<file path="src/hdl/conv_port_pkg.sv">
package conv_port_pkg;
  localparam int         WORD_BITS           = 20;
  localparam logic [2:0] READY_WINDOW_CYCLES = 3'h4;
  localparam logic [1:0] SCLK_HIGH_PHASE     = 2'h1;
  localparam logic [1:0] SCLK_RISE_PHASE     = 2'h0;
  // Pin order: select_n, shift clk, self mode, sleep_n, cal_b, bipolar
  localparam logic [5:0] PIN_SYNC_RESET      = 6'h26;
endpackage

</file>
<file path="src/hdl/converter_serial_output_port.sv">
`timescale 1ns/100ps
module converter_serial_output_port #(
  parameter int WORD_BITS = conv_port_pkg::WORD_BITS
) (
  input  wire logic                 i_core_clk,
  input  wire logic                 i_reset,
  input  wire logic                 i_select_n,
  input  wire logic                 i_shift_clk,
  input  wire logic                 i_self_clocked_mode,
  input  wire logic                 i_sleep_n,
  input  wire logic                 i_cal_type_select_b,
  input  wire logic                 i_bipolar,
  input  wire logic [WORD_BITS-1:0] i_conv_word,
  input  wire logic                 i_conv_valid,
  output logic                      o_word_ready_flag,
  output logic                      o_serial_out_line,
  output logic                      o_serial_out_oe_n,
  output logic                      o_shift_clk_out,
  output logic                      o_shift_clk_oe_n,
  output logic                      o_offset_cal_from_input,
  output logic                      o_low_power
);
  localparam int             CW       = $clog2(WORD_BITS);
  localparam logic [CW-1:0]  LAST_BIT = CW'(WORD_BITS - 1);

  typedef enum logic {ST_IDLE, ST_SHIFT} port_state_t;

  port_state_t          state;
  port_state_t          next_state;
  logic [5:0]           pin_meta;
  logic [5:0]           pin_sync;
  logic                 sclk_prev;
  logic                 sel_prev;
  logic [2:0]           win_cnt;
  logic                 blocked;
  logic                 abort;
  logic [1:0]           phase;
  logic [CW-1:0]        bit_cnt;
  logic [WORD_BITS-1:0] out_word;
  logic [WORD_BITS-1:0] shreg;
  logic                 sdo_drive;
  logic                 sclk_drive;

  wire logic sel_n_s    = pin_sync[5];
  wire logic sclk_s     = pin_sync[4];
  wire logic self_mode  = pin_sync[3];
  wire logic asleep     = ~pin_sync[2];
  wire logic cal_b_s    = pin_sync[1];
  wire logic bipolar_s  = pin_sync[0];
  wire logic sel_fall   = sel_prev & ~sel_n_s;
  wire logic in_window  = win_cnt != 3'h0;
  wire logic shifting   = state == ST_SHIFT;
  wire logic ext_fall   = ~self_mode & sclk_prev & ~sclk_s;
  wire logic self_fall  = self_mode & (phase == conv_port_pkg::SCLK_HIGH_PHASE);
  wire logic bit_edge   = shifting & (self_mode ? self_fall : ext_fall);
  wire logic last_bit   = bit_cnt == LAST_BIT;
  wire logic word_end   = bit_edge & (last_bit | abort);
  wire logic start      = ~shifting & ~sel_n_s & ~in_window & ~blocked & ~asleep;
  wire logic [WORD_BITS-1:0] coded_word;

  assign coded_word = {i_conv_word[WORD_BITS-1] ^ bipolar_s, i_conv_word[WORD_BITS-2:0]};

  always_comb begin
    next_state = state;
    case (state)
      ST_IDLE:  if (start) next_state = ST_SHIFT;
      ST_SHIFT: if (word_end || asleep) next_state = ST_IDLE;
      default:  next_state = ST_IDLE;
    endcase
  end

  assign o_serial_out_line = shreg[WORD_BITS-1];
  assign o_serial_out_oe_n = ~sdo_drive;
  assign o_shift_clk_oe_n  = ~sclk_drive;

  // Pins are asynchronous to the core clock, so two stages each
  always_ff @(posedge i_core_clk or posedge i_reset) begin
    if (i_reset) begin
      pin_meta <= conv_port_pkg::PIN_SYNC_RESET;
      pin_sync <= conv_port_pkg::PIN_SYNC_RESET;
    end else begin
      pin_meta <= {i_select_n, i_shift_clk, i_self_clocked_mode,
                   i_sleep_n, i_cal_type_select_b, i_bipolar};
      pin_sync <= pin_meta;
    end
  end

  always_ff @(posedge i_core_clk or posedge i_reset) begin
    if (i_reset) begin
      sclk_prev <= 1'b0;
      sel_prev  <= 1'b1;
      o_offset_cal_from_input <= 1'b0;
      o_low_power <= 1'b0;
    end else begin
      sclk_prev <= sclk_s;
      sel_prev  <= sel_n_s;
      o_offset_cal_from_input <= ~cal_b_s;
      o_low_power <= asleep;
    end
  end

  // Window opens when a fresh word lands; a set beats the clear
  always_ff @(posedge i_core_clk or posedge i_reset) begin
    if (i_reset) begin
      win_cnt           <= 3'h0;
      o_word_ready_flag <= 1'b0;
      out_word          <= '0;
    end else begin
      if (i_conv_valid) begin
        win_cnt           <= conv_port_pkg::READY_WINDOW_CYCLES;
        o_word_ready_flag <= 1'b1;
        out_word          <= coded_word;
      end else begin
        if (in_window) win_cnt <= win_cnt - 3'h1;
        if (word_end && !abort) o_word_ready_flag <= 1'b0;
      end
    end
  end

  always_ff @(posedge i_core_clk or posedge i_reset) begin
    if (i_reset) begin
      blocked <= 1'b0;
    end else if (sel_n_s) begin
      blocked <= 1'b0;
    end else if ((sel_fall && in_window) || word_end) begin
      blocked <= 1'b1;
    end
  end

  always_ff @(posedge i_core_clk or posedge i_reset) begin
    if (i_reset) begin
      state      <= ST_IDLE;
      shreg      <= '0;
      bit_cnt    <= '0;
      abort      <= 1'b0;
      phase      <= 2'h0;
      sdo_drive  <= 1'b0;
      sclk_drive <= 1'b0;
    end else begin
      state      <= next_state;
      sdo_drive  <= next_state == ST_SHIFT;
      sclk_drive <= (next_state == ST_SHIFT) && self_mode;
      if (start) begin
        shreg   <= out_word;
        bit_cnt <= '0;
        abort   <= 1'b0;
        phase   <= 2'h0;
      end else if (shifting) begin
        phase <= phase + 2'h1;
        if (sel_n_s) abort <= 1'b1;
        if (bit_edge && !word_end) begin
          shreg   <= {shreg[WORD_BITS-2:0], 1'b0};
          bit_cnt <= bit_cnt + 1'b1;
        end
      end
    end
  end

  always_ff @(posedge i_core_clk or posedge i_reset) begin
    if (i_reset) begin
      o_shift_clk_out <= 1'b0;
    end else begin
      o_shift_clk_out <= shifting && self_mode && !asleep
                         && (phase == conv_port_pkg::SCLK_RISE_PHASE);
    end
  end

  a_abort_release: assert property (@(posedge i_core_clk) disable iff (i_reset)
    (bit_edge && abort) |=> o_serial_out_oe_n && o_shift_clk_oe_n)
    else $error("Lines not released after deselect");

  a_abort_hold: assert property (@(posedge i_core_clk) disable iff (i_reset)
    (shifting && abort && !bit_edge && !asleep)
    |=> !o_serial_out_oe_n && $stable(o_serial_out_line))
    else $error("Bit cut short after deselect");

  a_window_ignore: assert property (@(posedge i_core_clk) disable iff (i_reset)
    (!shifting && in_window) |=> o_serial_out_oe_n)
    else $error("Select honoured inside ready window");

  a_ext_fall_shift: assert property (@(posedge i_core_clk) disable iff (i_reset)
    (shifting && ext_fall && !word_end && !asleep)
    |=> o_serial_out_line == $past(shreg[WORD_BITS-2]))
    else $error("Data not advanced on shift clock fall");

  a_cal_source: assert property (@(posedge i_core_clk) disable iff (i_reset)
    $fell(i_cal_type_select_b) |-> ##3 o_offset_cal_from_input)
    else $error("Offset cal source not taken from input");

  a_offset_binary: assert property (@(posedge i_core_clk) disable iff (i_reset)
    (i_conv_valid && bipolar_s)
    |=> out_word[WORD_BITS-1] != $past(i_conv_word[WORD_BITS-1]))
    else $error("Bipolar word not offset binary");

  a_ext_no_drive: assert property (@(posedge i_core_clk) disable iff (i_reset)
    (shifting && !self_mode) |-> o_shift_clk_oe_n)
    else $error("Shift clock driven in external mode");

  a_self_duty: assert property (@(posedge i_core_clk) disable iff (i_reset)
    o_shift_clk_out |=> !o_shift_clk_out [*3])
    else $error("Self clock duty not one in four");

  a_select_start: assert property (@(posedge i_core_clk) disable iff (i_reset)
    start |=> !o_serial_out_oe_n && o_serial_out_line == $past(out_word[WORD_BITS-1]))
    else $error("Select did not start the word");

  a_flag_clear: assert property (@(posedge i_core_clk) disable iff (i_reset)
    (word_end && !abort && !i_conv_valid) |=> !o_word_ready_flag)
    else $error("Ready flag kept after full word");

  a_sleep_idle: assert property (@(posedge i_core_clk) disable iff (i_reset)
    asleep |=> o_serial_out_oe_n && o_shift_clk_oe_n && o_low_power)
    else $error("Port active while asleep");
endmodule

</file>
<file path="config.mk">
export PLATFORM = sky130hd
export DESIGN_NAME = converter_serial_output_port
export DESIGN_NICKNAME = d
export VERILOG_FILES = /design/src/hdl/conv_port_pkg.sv /design/src/hdl/converter_serial_output_port.sv
export SDC_FILE = /design/constraint.sdc
export NUM_CORES = 1
export LEC_CHECK = 0
export BUFFER_PORTS_ARGS = -buffer_cell sky130_fd_sc_hd__buf_2
export CORE_ASPECT_RATIO = 0.8
export CORE_UTILIZATION = 46
export CTS_CLUSTER_SIZE = 20
export DETAILED_ROUTE_END_ITERATION = 12
export GPL_TIMING_DRIVEN = 0
export HOLD_SLACK_MARGIN = 0.03
export MAX_ROUTING_LAYER = met4
export PLACE_DENSITY = 0.66
export SYNTH_ARGS = -nofsm -noshare
export SYNTH_HDL_FRONTEND = slang
export SYNTH_SLANG_ARGS = --single-unit
</file>
<file path="constraint.sdc">
create_clock -name i_core_clk -period 2.4 [get_ports i_core_clk]
set_input_delay 0.36 -clock i_core_clk [delete_from_list [all_inputs] [get_ports i_core_clk]]
set_output_delay 0.36 -clock i_core_clk [all_outputs]
set_load 0.02 [all_outputs]
</file>
Word-level counts from Yosys, hierarchy flattened
Cells that the tools add are included.

storage, ports and cells
  flip-flop bits (word level) = 72

operators by class
  add/subtract/negate cells = 3
  equality and inequality tests = 2
  mux-type cells = 21
  bitwise logic cells = 21
  reduce and logical (&&, ||, !) cells = 21

operator list
  kind                                                                count
  20-bit 2-to-1 mux                                                   3
  5-bit 2-to-1 mux                                                    3
  2-bit nonzero test                                                  6
  1-bit bitwise AND                                                   10
  1-bit 2-to-1 mux                                                    10
  1-bit NOT                                                           9
  1-bit logical AND                                                   7
  3-bit 2-to-1 mux                                                    2
  5-bit by 1-bit adder with 5-bit output, second input constant       1
  5-bit == test, second input constant                                1
  2-bit 2-to-1 mux                                                    2
  2-bit AND reduction                                                 2
  3-bit nonzero test                                                  1
  3-bit by 1-bit subtractor with 3-bit output, second input constant  1
  2-bit by 1-bit adder with 2-bit output, second input constant       1
  2-bit by 1-bit == test with 1-bit output, second input constant     1
  1-bit logical NOT                                                   2
  2-bit logical NOT                                                   1
  1-bit logical OR                                                    2
  1-bit case mux with 2 select lines                                  1
  1-bit OR                                                            1
  1-bit XOR                                                           1

Depth between registers and ports, before layout
  depth after elaboration = 11
  depth in mapped cells = 8
  gate-level depth less buffers = 6

Least setup slack after synthesis
OpenSTA, ideal clock, no wires.

  path type = register to register
  from = register win_cnt[0]
  to = register shreg[11]
  data arrival time = 1854 ps
  data required time = 2274 ps
  setup slack = 420 ps
  cell stages (with the launch flop) = 9
  cell sequence = dfrtp_1 > inv_1 > ha_1 > nand2b_1 > clkbuf_1 > or4_1 > clkbuf_1 > and3_1 > a221o_1

on the way
  longest elaborated chain between the ends = 7

RTL lines
  element                               line                                 source
  start: declaration                    converter_serial_output_port.sv:34   logic [2:0] win_cnt;
  start signal: assignment              converter_serial_output_port.sv:110  win_cnt <= conv_port_pkg::READY_WINDOW_CYCLES;
  start signal: assignment              converter_serial_output_port.sv:114  if (in_window) win_cnt <= win_cnt - 3'h1;
  3-bit nonzero test *                  converter_serial_output_port.sv:51   wire logic in_window = win_cnt != 3'h0;
  1-bit NOT *                           converter_serial_output_port.sv:58   wire logic start = ~shifting & ~sel_n_s & ~in_window & ~blocked & ~asleep;
  1-bit bitwise AND * (3 in a row)      converter_serial_output_port.sv:58
  2-bit nonzero test (no source line)   n/a
  2-bit AND reduction (no source line)  n/a
  end signal: assignment                converter_serial_output_port.sv:144  shreg <= out_word;
  end signal: assignment                converter_serial_output_port.sv:152  shreg <= {shreg[WORD_BITS-2:0], 1'b0};
  end: declaration                      converter_serial_output_port.sv:40   logic [WORD_BITS-1:0] shreg;

Every way passes the cells marked *; elsewhere a longest branch is shown, timed or not.
A chain may end at the register's enable or synchronous reset.

Worst setup path in the final report
  from = register win_cnt[0]
  to = register shreg[6]

Same word-level chain as after synthesis.

==> results.ini <==
[pwr]
powerDensity_nw_per_um2=994
pwr-share-seq_pct=49.5
p_clk_share_pct=30.9
p_total_w=0.00332
ir_worst_vdd_mv=0.581
internal-power_w=0.00242
net-switching-power_w=0.000900
p_leak_nw=1.56
switching_share_pct=27.1
combinationalPowerShare_pct=19.6

[detailed_routing]
wl_mm=5.16
drtPass1Iterations=4
drc=0
vias_per_cell=5.17
initialDrtViolationCount=74
dr_total_vias=1788
postRouteAntennaNets=0
wl_per_cell_um=14.9

[clock_tree]
root_buffer=clkbuf_8
ctsHoldBuffers=0
clockBufferDepth=2
cts_num_sinks=72
cts.reportedPaths.clkPinSlew_ns=0.07
htreeDepth=3
numCtsBuffers=9
tritoncts=built
cts_resized=0
cts_setup_buffers=0
clk_latency_ns=0.34

[worst_hold_path]
min_to=pin_meta[1]$_DFF_PP1_
min_from=i_cal_type_select_b
hp-class=primary input to flip-flop
holdPathStages=1

[worst_setup_path]
critPathRequiredTime_ns=2.62
r2r_cells=8
cp.arrival_ns=2.48
cp-end-kind=flip-flop
crit_top_cell=clkbuf_1
worstPathMaxFanout=10
worstPathCellList=inv_1, ha_1, nand2b_1, clkbuf_1, or4_1, clkbuf_1, and3_1, a221o_1
criticalPathCategory=flip-flop to flip-flop
reg2reg_to=shreg[6]$_DFFE_PP0P_
crit_slowest_cell=or4_1
slowest_delay_ns=0.51
start_kind=flip-flop
r2r_setup_slack_ns=0.14
r2r-start=win_cnt[0]$_DFFE_PP0P_

[grt]
grt_pass1_vias=1716
grt_pass1_wl_mm=8.57
overflow=0
grt_max_degree=73
antenna_found_initial=0
grt_usage_pct=18.2

[synthesis]
async_flop_share_pct=100
synth_edf_count=0
yosysWarnings=0
synth.most_common_cell=dfrtp_1
synth_area_um2=2850
synthTopCellsByCount=dfrtp_1, mux2_2, a221o_1, and3_1, nand2_1
syn_inst=215
yosys_most_used_dff=dfrtp_1
ys_seq_area_share_pct=63.6
syn_nets=249
synth.area.top_cells=dfrtp_1, mux2_2, dfstp_2
synth_cell_types=33
synth_top_area_share_pct=57.1
synth-seq-cells=72
yosys.area.top_type=dfrtp_1
avgSynthCellArea_um2=13.2

[placed_design]
port-buffer-count=34
gp_congestion=0.735
hpwl_mm=3.23

[layout]
syn_to_final_growth_pct=17.5
layout-drive-gt1-share_pct=32.1
fillerInstances=514
antennaDiodeCount=0
register_area_um2=1810
fin_nets=294
multi_input_area_um2=936

[flow_run]
maxCapViolCount=0

[sta]
clock.fmax_mhz=443
finClkSkew_ns=0.00803
relSlewSlack_pct=41.4
maxSlewViolCount=0
post-route-period-util_pct=94.2
hold_violations=0
period_minus_slack_ns=2.26
setup_viol=0
rsz0062_at_grt=false
worst_hold_slack_ns=0.114
max_slew.worst_pin.slew_ns=0.879

[floorplan]
die_w_um=90.0
floorplan.initialDensity_pct=47.9
io_pins=36
core_um2=5940
rows=25
die_h_um=72.4
dieArea_um2=6510

[run_status]
run_status=complete, no violations

-- layout make-up --
| class | instances | area share (%) |
|---|---|---|
| inverters | 10 | 1.20 |
| clock buffers | 11 | 3.93 |
| clock inverters | 5 | 2.43 |
| multi-input cells | 119 | 28.0 |
| plain buffers | 14 | 2.17 |
| flip-flops and latches | 72 | 54.2 |
| well taps | 81 | 3.03 |
| repair buffers | 34 | 5.09 |
-- state kept, by name, summed over array words and instances, names as in the netlist --
signal                   flops
pin_meta                     6
sdo_drive                    1
win_cnt                      3
sclk_prev                    1
o_word_ready_flag            1
shreg                       20
o_offset_cal_from_input      1
o_shift_clk_out              1
pin_sync                     6
o_low_power                  1
phase                        2
sel_prev                     1
abort                        1
blocked                      1
sclk_drive                   1
out_word                    20
bit_cnt                      5
-- per-stage QoR --
step / setup slack (ns) / std cells / util (%) / TNS [ns] / instance area, um^2
2_1_floorplan: 0.227 / 215 / - / 0 / 2850
3_3_place_gp: -0.627 / 330 / 52.5 / -40.54 / 3120
3_5_place_dp: 0.140 / 330 / 52.5 / 0 / 3120
4_1_cts: 0.0850 / 346 / 56.1 / 0 / 3330
5_1_grt: 0.00794 / 346 / 56.3 / 0 / 3340
6_report: 0.140 / 346 / 56.3 / 0 / 3340
-- routing by layer --
metal | GRT usage, % | part of all wire [%] | vias up
li1 | - | - | 864
met1 | 24.7 | 52 | 889
met2 | 24.9 | 44 | 29
met3 | 7.23 | 3.1 | 6
met4 | 5.91 | 1.2 | 0
met5 | - | 0 | -
-- cell families after synthesis --
logic type | synth area share [%]
AOI/OAI and AO/OA | 11.2
xor gates and xnor gates | 1.54
adders and majority gates | 2.20
buffers and inverters | 3.82
DFF | 63.6
muxes | 7.87
and+or+nand+nor | 9.80
-- worst max-delay path: cells and delay by family (launching register included) --
kind | cells | cell delay (ns)
DFF | 1 | 0.39
and+or+nand+nor | 3 | 0.81
buffers and inverters | 3 | 0.52
AOI/OAI and AO/OA | 1 | 0.26
adders and majority gates | 1 | 0.16
-- power groups by stage --
stage	sequential [W]	clock, W	combinational [W]
2_1_floorplan	0.00163	0	0.000508
3_3_place_gp	0.00166	0	0.000621
3_5_place_dp	0.00166	0	0.000642
4_1_cts	0.00164	0.00106	0.000653
5_1_grt	0.00168	0.00111	0.000737
6_report	0.00165	0.00103	0.000650
-- cell usage in the layout (no fill, tap or decap), drive strengths merged --
cell,synthesis,layout
clkinvlp,0,1
ha,5,5
a211oi,4,4
o31ai,2,2
buf,6,40
mux2i,1,1
dfrtp,65,65
and3,18,18
inv,10,10
and2,1,1
xnor2,5,5
or4,1,1
nand2b,3,3
a21o,1,1
a31o,1,1
clkinv,0,2
a21oi,8,8
nand2,11,11
a221o,18,18
a2bb2o,1,1
mux2,19,19
nor2,9,9
nor4,1,1
and4bb,1,1
dfstp,7,7
nand3,4,4
o21a,1,1
o21ai,1,1
a211o,1,1
bufinv,0,2
or3b,1,1
nor3,1,1
clkbuf,8,19
-- worst max-delay path by stage --
| stage | cells past startpoint | to | from |
|---|---|---|---|
| after global placement | 2 | shreg[15]$_DFFE_PP0P_ | i_reset |
| after detailed placement | 8 | shreg[19]$_DFFE_PP0P_ | win_cnt[0]$_DFFE_PP0P_ |
| final | 8 | shreg[6]$_DFFE_PP0P_ | win_cnt[0]$_DFFE_PP0P_ |
| after global routing | 8 | shreg[6]$_DFFE_PP0P_ | win_cnt[0]$_DFFE_PP0P_ |
| after CTS | 8 | shreg[19]$_DFFE_PP0P_ | win_cnt[0]$_DFFE_PP0P_ |
| after floorplan | 1 | abort$_DFFE_PP0P_ | i_reset |
Power figures use the tool's default switching activity.
